<file path="src/include/irf_pkg.sv">
// Shared constants and types for the interrupt request flag block
package irf_pkg;
    localparam int unsigned ADDR_W = 5;
    localparam int unsigned DATA_W = 32;
    localparam int unsigned FLAG_W = 8;
    ////////////////////////////////////////////////////////////////////////////
    // Register byte offsets
    localparam logic [ADDR_W-1:0] OFS_PERIPH = 5'h00;
    localparam logic [ADDR_W-1:0] OFS_WAKE = 5'h04;
    localparam logic [ADDR_W-1:0] OFS_EDGE_SEL = 5'h08;
    localparam logic [ADDR_W-1:0] OFS_WAKE_EN = 5'h0C;
    localparam logic [ADDR_W-1:0] OFS_CTRL = 5'h10;
    localparam logic [ADDR_W-1:0] OFS_IRQ_STAT = 5'h14;
    localparam logic [ADDR_W-1:0] OFS_IRQ_MASK = 5'h18;
    ////////////////////////////////////////////////////////////////////////////
    // Peripheral flag positions; bits 5, 4 and 1 are reserved and read zero
    localparam int unsigned BIT_DT = 7;
    localparam int unsigned BIT_AD = 6;
    localparam int unsigned BIT_TFH = 3;
    localparam int unsigned BIT_TFL = 2;
    localparam int unsigned BIT_EC = 0;
    localparam logic [FLAG_W-1:0] PERIPH_IMPL = 8'hCD;
    localparam logic [FLAG_W-1:0] WAKE_IMPL = 8'hFF;
    ////////////////////////////////////////////////////////////////////////////
    // Control bits
    localparam int unsigned CTRL_DIRECT_TRANSITION_ON = 0;
    localparam int unsigned CTRL_TIMER16 = 1;
    localparam int unsigned CTRL_EVENT16 = 2;
    localparam logic [FLAG_W-1:0] CTRL_IMPL = 8'h07;
    ////////////////////////////////////////////////////////////////////////////
    // Interrupt status bits
    localparam int unsigned IRQ_PERIPH = 0;
    localparam int unsigned IRQ_WAKE = 1;
    localparam logic [FLAG_W-1:0] IRQ_IMPL = 8'h03;
    ////////////////////////////////////////////////////////////////////////////
    // Values after reset
    localparam logic [FLAG_W-1:0] RST_FLAGS = 8'h00;
    localparam logic [FLAG_W-1:0] RST_REG = 8'h00;
    localparam logic [DATA_W-1:0] RST_RDATA = 32'h00000000;
    ////////////////////////////////////////////////////////////////////////////
    typedef enum logic [1:0] {
        IRF_BUS_IDLE = 2'b01,
        IRF_BUS_ACK = 2'b10
    } irf_bus_state_t;
endpackage

</file>
<file path="src/hdl/irf_top.sv">
// Interrupt request flag registers with Avalon-MM slave
// Operation
// - A flag goes to one on its request event and stays set.
// - Accepting an interrupt never clears a flag; only a write does.
// - Bit 7 sets on sleep direct transition while direct transition control is on.
// - Bit 6 sets when conversion running status falls to zero.
// - Bit 3 sets on upper byte match (8-bit) or full match (16-bit).
// - Bit 2 sets on lower byte match, only in 8-bit timer mode.
// - Bit 0 sets on upper overflow, or either byte overflow in 8-bit mode.
// - Writing zero clears a set flag; writing one changes nothing.
// - A wakeup flag sets on the selected edge of an enabled pin.
// - Writing zero to a wakeup flag clears it.
// - Edge select zero senses falling, one senses rising.
`timescale 1ns/1ps
module irf_top (
    input wire logic mclk,
    input wire logic arst_n,
    input wire logic ce,
    input wire logic [irf_pkg::ADDR_W-1:0] address,
    input wire logic read,
    input wire logic write,
    input wire logic [3:0] byteenable,
    input wire logic [irf_pkg::DATA_W-1:0] writedata,
    output logic [irf_pkg::DATA_W-1:0] readdata,
    output logic waitrequest,
    input wire logic sleep_direct_transition,
    input wire logic conversion_running_status,
    input wire logic [15:0] timer_count_full,
    input wire logic [15:0] timer_compare_full,
    input wire logic event_count_upper_ovf,
    input wire logic event_count_lower_ovf,
    input wire logic [irf_pkg::FLAG_W-1:0] wakeup_pin_n,
    output logic [irf_pkg::FLAG_W-1:0] peripheral_request_flags,
    output logic [irf_pkg::FLAG_W-1:0] wakeup_request_flags,
    output logic irq
);
    import irf_pkg::*;

    typedef struct packed {
        irf_bus_state_t bus;
        logic waitrequest;
        logic [DATA_W-1:0] readdata;
        logic [FLAG_W-1:0] edge_select;
        logic [FLAG_W-1:0] wake_enable;
        logic [FLAG_W-1:0] ctrl;
        logic [FLAG_W-1:0] irq_status;
        logic [FLAG_W-1:0] irq_mask;
        logic conv_prev;
        logic match_hi_prev;
        logic match_lo_prev;
        logic irq;
    } irf_top_state_t;

    irf_top_state_t st;
    irf_top_state_t next_st;

    logic accept;
    logic wr_lane;
    logic [FLAG_W-1:0] wdata8;
    logic [FLAG_W-1:0] set_periph;
    logic [FLAG_W-1:0] wake_hit;
    logic [FLAG_W-1:0] periph_flags;
    logic [FLAG_W-1:0] wake_flags;
    logic [FLAG_W-1:0] irq_set;
    logic [FLAG_W-1:0] irq_clr;
    logic [FLAG_W-1:0] rd8;
    logic timer16;
    logic event16;
    logic match_full;
    logic match_hi;
    logic match_lo;
    logic wr_periph;
    logic wr_wake;

    ////////////////////////////////////////////////////////////////////////////
    // Bus handshake: one wait state, then the access takes effect
    assign accept = (st.bus == IRF_BUS_ACK) && (read || write);
    assign wr_lane = accept && write && byteenable[0];
    assign wdata8 = writedata[FLAG_W-1:0];
    assign wr_periph = wr_lane && (address == OFS_PERIPH);
    assign wr_wake = wr_lane && (address == OFS_WAKE);
    assign timer16 = st.ctrl[CTRL_TIMER16];
    assign event16 = st.ctrl[CTRL_EVENT16];

    always_comb begin
        case (address)
            OFS_PERIPH: rd8 = periph_flags;
            OFS_WAKE: rd8 = wake_flags;
            OFS_EDGE_SEL: rd8 = st.edge_select;
            OFS_WAKE_EN: rd8 = st.wake_enable;
            OFS_CTRL: rd8 = st.ctrl;
            OFS_IRQ_STAT: rd8 = st.irq_status;
            OFS_IRQ_MASK: rd8 = st.irq_mask;
            default: rd8 = 8'h00;
        endcase
    end

    ////////////////////////////////////////////////////////////////////////////
    // Request sources
    always_comb begin
        match_full = (timer_count_full == timer_compare_full);
        match_hi = timer16 ? match_full
            : (timer_count_full[15:8] == timer_compare_full[15:8]);
        match_lo = !timer16 && (timer_count_full[7:0] == timer_compare_full[7:0]);
        set_periph = 8'h00;
        set_periph[BIT_DT] = sleep_direct_transition && st.ctrl[CTRL_DIRECT_TRANSITION_ON];
        set_periph[BIT_AD] = st.conv_prev && !conversion_running_status;
        // Only the start of a match sets, so a held match cannot refill a cleared flag
        set_periph[BIT_TFH] = match_hi && !st.match_hi_prev;
        set_periph[BIT_TFL] = match_lo && !st.match_lo_prev;
        set_periph[BIT_EC] = event_count_upper_ovf
            || (!event16 && event_count_lower_ovf);
    end

    ////////////////////////////////////////////////////////////////////////////
    always_comb begin
        next_st = st;
        case (st.bus)
            IRF_BUS_IDLE: begin
                if (read || write) begin
                    next_st.bus = IRF_BUS_ACK;
                    next_st.waitrequest = 1'b0;
                    next_st.readdata = {24'h000000, rd8};
                end
            end
            IRF_BUS_ACK: begin
                next_st.bus = IRF_BUS_IDLE;
                next_st.waitrequest = 1'b1;
            end
            default: begin
                next_st.bus = IRF_BUS_IDLE;
                next_st.waitrequest = 1'b1;
            end
        endcase
        if (wr_lane) begin
            case (address)
                OFS_EDGE_SEL: next_st.edge_select = wdata8;
                OFS_WAKE_EN: next_st.wake_enable = wdata8;
                OFS_CTRL: next_st.ctrl = wdata8 & CTRL_IMPL;
                OFS_IRQ_MASK: next_st.irq_mask = wdata8 & IRQ_IMPL;
                default: next_st.ctrl = st.ctrl;
            endcase
        end
        next_st.conv_prev = conversion_running_status;
        next_st.match_hi_prev = match_hi;
        next_st.match_lo_prev = match_lo;
        irq_set = 8'h00;
        irq_set[IRQ_PERIPH] = |set_periph;
        irq_set[IRQ_WAKE] = |wake_hit;
        irq_clr = (wr_lane && (address == OFS_IRQ_STAT)) ? (wdata8 & IRQ_IMPL) : 8'h00;
        // Set wins over the write-one clear
        next_st.irq_status = (st.irq_status & ~irq_clr) | irq_set;
        next_st.irq = |(next_st.irq_status & next_st.irq_mask);
    end

    always_ff @(posedge mclk or negedge arst_n) begin
        if (!arst_n) begin
            st.bus <= IRF_BUS_IDLE;
            st.waitrequest <= 1'b1;
            st.readdata <= RST_RDATA;
            st.edge_select <= RST_REG;
            st.wake_enable <= RST_REG;
            st.ctrl <= RST_REG;
            st.irq_status <= RST_REG;
            st.irq_mask <= RST_REG;
            st.conv_prev <= 1'b0;
            st.match_hi_prev <= 1'b0;
            st.match_lo_prev <= 1'b0;
            st.irq <= 1'b0;
        end else if (ce) begin
            st <= next_st;
        end
    end

    ////////////////////////////////////////////////////////////////////////////
    irf_edge_detect #(
        .WIDTH(FLAG_W)
    ) u_edge (
        .mclk(mclk),
        .arst_n(arst_n),
        .ce(ce),
        .pin(wakeup_pin_n),
        .edge_select(st.edge_select),
        .pin_enable(st.wake_enable),
        .edge_hit(wake_hit)
    );

    // Reserved bits are masked, so stray ones written there are harmless
    irf_flag_reg #(
        .WIDTH(FLAG_W),
        .IMPL_MASK(PERIPH_IMPL)
    ) u_periph (
        .mclk(mclk),
        .arst_n(arst_n),
        .ce(ce),
        .set_req(set_periph),
        .clr_en(wr_periph),
        .clr_data(wdata8),
        .flags(periph_flags)
    );

    irf_flag_reg #(
        .WIDTH(FLAG_W),
        .IMPL_MASK(WAKE_IMPL)
    ) u_wake (
        .mclk(mclk),
        .arst_n(arst_n),
        .ce(ce),
        .set_req(wake_hit),
        .clr_en(wr_wake),
        .clr_data(wdata8),
        .flags(wake_flags)
    );

    assign readdata = st.readdata;
    assign waitrequest = st.waitrequest;
    assign peripheral_request_flags = periph_flags;
    assign wakeup_request_flags = wake_flags;
    assign irq = st.irq;
endmodule

</file>
<file path="src/hdl/irf_flag_reg.sv">
// Sticky request flags, set by hardware, cleared by writing zero
`timescale 1ns/1ps
module irf_flag_reg #(
    parameter int unsigned WIDTH = 8,
    parameter logic [WIDTH-1:0] IMPL_MASK = 8'hFF
) (
    input wire logic mclk,
    input wire logic arst_n,
    input wire logic ce,
    input wire logic [WIDTH-1:0] set_req,
    input wire logic clr_en,
    input wire logic [WIDTH-1:0] clr_data,
    output logic [WIDTH-1:0] flags
);
    import irf_pkg::*;

    typedef struct packed {
        logic [WIDTH-1:0] flags;
    } irf_flag_state_t;

    irf_flag_state_t st;
    irf_flag_state_t next_st;
    logic [WIDTH-1:0] clr_bits;

    ////////////////////////////////////////////////////////////////////////////
    always_comb begin
        // Only zeros clear; ones leave the flag alone
        clr_bits = clr_en ? (~clr_data & IMPL_MASK) : '0;
        // No automatic clear; set wins over a clearing write
        next_st.flags = (st.flags & ~clr_bits) | (set_req & IMPL_MASK);
    end

    always_ff @(posedge mclk or negedge arst_n) begin
        if (!arst_n) begin
            st.flags <= '0;
        end else if (ce) begin
            st <= next_st;
        end
    end

    assign flags = st.flags;
endmodule

</file>
<file path="src/hdl/irf_edge_detect.sv">
// Per-pin wakeup edge detector with rising or falling select
`timescale 1ns/1ps
module irf_edge_detect #(
    parameter int unsigned WIDTH = 8
) (
    input wire logic mclk,
    input wire logic arst_n,
    input wire logic ce,
    input wire logic [WIDTH-1:0] pin,
    input wire logic [WIDTH-1:0] edge_select,
    input wire logic [WIDTH-1:0] pin_enable,
    output logic [WIDTH-1:0] edge_hit
);
    import irf_pkg::*;

    typedef struct packed {
        logic primed;
        logic [WIDTH-1:0] prev;
    } irf_edge_state_t;

    irf_edge_state_t st;
    irf_edge_state_t next_st;

    ////////////////////////////////////////////////////////////////////////////
    // No edge seen until one sample is held, so reset is not taken as an edge
    for (genvar i = 0; i < WIDTH; i++) begin : g_pin
        assign edge_hit[i] = st.primed & pin_enable[i] &
            (edge_select[i] ? (~st.prev[i] & pin[i]) : (st.prev[i] & ~pin[i]));
    end

    always_comb begin
        next_st.primed = 1'b1;
        next_st.prev = pin;
    end

    always_ff @(posedge mclk or negedge arst_n) begin
        if (!arst_n) begin
            st <= '0;
        end else if (ce) begin
            st <= next_st;
        end
    end
endmodule

</file>
<file path="config.mk">
export PLATFORM = sky130hd
export DESIGN_NAME = irf_top
export DESIGN_NICKNAME = d
export VERILOG_FILES = /design/src/include/irf_pkg.sv /design/src/hdl/irf_top.sv /design/src/hdl/irf_flag_reg.sv /design/src/hdl/irf_edge_detect.sv
export SDC_FILE = /design/constraint.sdc
export NUM_CORES = 1
export LEC_CHECK = 0
export ABC_CLOCK_PERIOD_IN_PS = 1700
export BUFFER_PORTS_ARGS = -buffer_cell sky130_fd_sc_hd__buf_2
export CAP_MARGIN = 20
export CORE_MARGIN = 4
export CORE_UTILIZATION = 49
export DETAILED_ROUTE_END_ITERATION = 8
export PLACE_DENSITY = 0.81
export SETUP_SLACK_MARGIN = 0.2
export SKIP_CTS_REPAIR_TIMING = 1
export SLEW_MARGIN = 20
export SYNTH_ARGS = -nofsm -noshare
export SYNTH_HDL_FRONTEND = slang
export SYNTH_HIERARCHICAL = 1
export SYNTH_SLANG_ARGS = --single-unit
</file>
<file path="constraint.sdc">
create_clock -name mclk -period 1.7 [get_ports mclk]
set_input_delay 0.34 -clock mclk [delete_from_list [all_inputs] [get_ports mclk]]
set_output_delay 0.34 -clock mclk [all_outputs]
set_load 0.02 [all_outputs]
</file>
==> qor.csv <==
stage;metric;value;unit
placed_design;place_ws;-0.08653;ns
setup_path;critPathTopFamily;simple AND/OR/NAND/NOR gates;
layout;final_area;0.004523;mm^2
die;die_area;0.008633;mm^2
synth;synth_cells;322;
route;drc;0;
clock_tree;h-tree-depth;3;
layout;n_antenna_cell;0;
synth;synth_ff_type;dfrtp_1;
setup_path;rr_worst_depth;7;
setup_path;critPathLaunch;st[41];
placed_design;placed_cell_area;0.004143;mm^2
power_and_ir_drop;power_density;773.7;mW/mm^2
synth;ys_warn_count;6;
placed_design;portBuffers;85;
placed_design;dp_hpwl;6618;um
die;coreArea;0.006907;mm^2
timing;rsz0062_at_grt;true;
global_routing;grt_max_degree;45;
layout;finalNonFillerCells;531;
layout;syn_to_final_growth;28.01;%
synth;async_reset_ff_frac;1.000;
global_routing;grt-ovfl-total;0;
clock_tree;clk_latency;0.34;ns
setup_path;timing_worst_setup_path_type;register to register;
route;vias;2887;
job;max-cap-violations;0;
setup_path;critPathSlowestCell;dfrtp_1;
setup_path;path_buf_inv;0;
global_routing;grt_pass1_wl;14410;um
global_routing;grt_pass1_vias;2932;
power_and_ir_drop;leakage;0.002143;uW
route;wire_per_inst;17.44;um
setup_path;r2r_slack;0.02;ns
timing;fin_ws;0.01644;ns
timing;hold_viol;0;
synth;synth.area.top_cells;dfrtp_1 (41%), mux2_2 (11%), buf_4 (7.4%), mux2i_1 (4.2%), nand3b_1 (4.2%);
setup_path;cp-start-kind;register;
setup_path;path_depth;7;
global_routing;grt_antenna_before_repair;0;
synth;synth_area;0.003533;mm^2
synth;yosysTopAreaCellShare;0.4108;
synth;synth_edf_count;0;
clock_tree;cts.path.max_buffers;2;
layout;final_cell_mix;buf_2 (85), dfrtp_1 (57), conb_1 (27);
timing;fmax;594.0;MHz
timing;skew;0.01145;ns
route;ant_nets;0;
clock_tree;cts.sinks;59;
outcome;status;completed;
clock_tree;cts_root_buf;clkbuf_8;
layout;layout_commonest_cell;buf_2;
setup_path;critPathRequiredTime;1.96;ns
route;drtIter0Drc;206;
route;drt_first_pass_iters;4;
route;drt_wl_total;9262;um
synth;synth_largest_area_cell;dfrtp_1;
hold_path;hold_class;input pin to register;
synth;postSynthAreaPerCell;10.97;um^2
clock_tree;cts.clk_slew.worst_paths;0.08;ns
power_and_ir_drop;ir_drop;466.0;uV
placed_design;place_inst;512;
setup_path;cp_max_fo;3;
setup_path;cpPeakStageDelay;0.39;ns
timing;setup_viol;0;
clock_tree;cts_tree;done;
die;chipWidth;92.92;um
timing;slew_viol_final;0;
setup_path;endpoint;irq;
synth;ys_seq_area_frac;0.4182;
route;viasPerCell;5.437;
timing;min_period;1.684;ns
die;dieHeight;92.92;um
hold_path;min_from;wakeup_pin_n[4];
die;row_count;30;
die;initial_core_util;0.5116;
clock_tree;cts_made_buffers;9;
layout;nNetsFinal;520;
layout;drive_above_1_share;0.4667;
synth;synth_seq_cells;59;
timing;setup_tns;0;ns
placed_design;place.gp.congestion;0.8464;
timing;period_share;0.9903;
synth;synth_cell_types;51;
setup_path;rr_startpoint;st[41];
layout;nFillCells;547;
setup_path;crit_chain;or3b_1 -> a21oi_1 -> nor4_2 -> nand4b_1 -> a21oi_2 -> a211o_1 -> o211ai_2;
setup_path;cp_data_arrival_time;1.94;ns
global_routing;track_usage;0.2158;
die;boundaryPins;140;
setup_path;end_kind;register;
setup_path;r2r-end;irq;
-- sequential cells by signal (all words and copies together), names as in the netlist --
name / count
st: 27
u_edge/st: 9
readdata: 8
u_wake/flags: 8
u_periph/flags: 5
event16: 1
irq: 1
-- stage by stage --
step	util	hold slack, ns	power, uW
2_1_floorplan	-	0.04441	1960
3_3_place_gp	0.5998	0.2678	2149
3_5_place_dp	0.5998	0.2751	2172
4_1_cts	0.6290	-0.1001	3487
5_1_grt	0.6549	0.2429	3658
6_report	0.6549	0.2588	3500
-- report_power, final --
part	internal (uW)	switching, uW	leakage (uW)	total [uW]
logic	285	349	0.00127	634
registers	1480	63.4	0.000770	1550
clock network	716	601	0.0000987	1320
-- Yosys cell counts, types with 2 or more instances --
| library cell | number |
|---|---|
| dfrtp_1 | 58 |
| buf_4 | 35 |
| mux2_2 | 33 |
| nand3b_1 | 20 |
| a22o_1 | 15 |
| mux2i_1 | 15 |
| nand2_1 | 15 |
| a21oi_1 | 13 |
| nor2_1 | 11 |
| xnor2_1 | 10 |
| or3b_1 | 8 |
| nor3_1 | 7 |
| a22o_2 | 6 |
| buf_2 | 6 |
| nand4_1 | 6 |
| o22ai_1 | 6 |
| xor2_1 | 6 |
| clkbuf_1 | 5 |
| nor2b_1 | 4 |
| o21ai_0 | 3 |
| buf_6 | 2 |
| conb_1 | 2 |
| inv_1 | 2 |
| mux4_2 | 2 |
| nand2b_1 | 2 |
| nand4b_1 | 2 |
| nor2_4 | 2 |
| nor4_1 | 2 |
| or2_2 | 2 |
-- kinds of logic (layout without fill, tap and decap cells) --
family	Yosys count	after routing	synth area share
buf+inv	51	139	0.1023
simple gates	91	91	0.1668
other cells	2	27	0.002125
xor+xnor	16	16	0.03966
mux	50	50	0.1604
compound gates	53	53	0.1105
flops	59	59	0.4182
-- area by class of cell --
class                   instances  area [um^2]  area share
clock buffers                  10        137.6     0.03043
repair buffers                121        765.7      0.1693
inverters                       2        7.507    0.001660
multi-input cells             237         1949      0.4310
well taps                      96        120.1     0.02656
clock inverters                 6        63.81     0.01411
flip-flops and latches         59         1479      0.3270
-- per-layer routing --
metal	vias to the layer above	global-route usage	wire [um]
met4	0	0.08181	192
met2	137	0.3599	4602
li1	1342	-	-
met5	-	0	0
met1	1393	0.2703	3813
met3	15	0.05199	654
-- worst min path at each step --
| stage | end | slack, ns | depth (start not counted) |
|---|---|---|---|
| after floorplan | event16 | 0.04 | 0 |
| after global placement | u_edge/st[4] | 0.27 | 1 |
| after detailed placement | u_edge/st[4] | 0.28 | 1 |
| after CTS | u_edge/st[4] | -0.10 | 1 |
| after global routing | u_edge/st[4] | 0.24 | 2 |
| final | u_edge/st[4] | 0.26 | 2 |
Note: power is estimated with default switching activity, not from simulation.
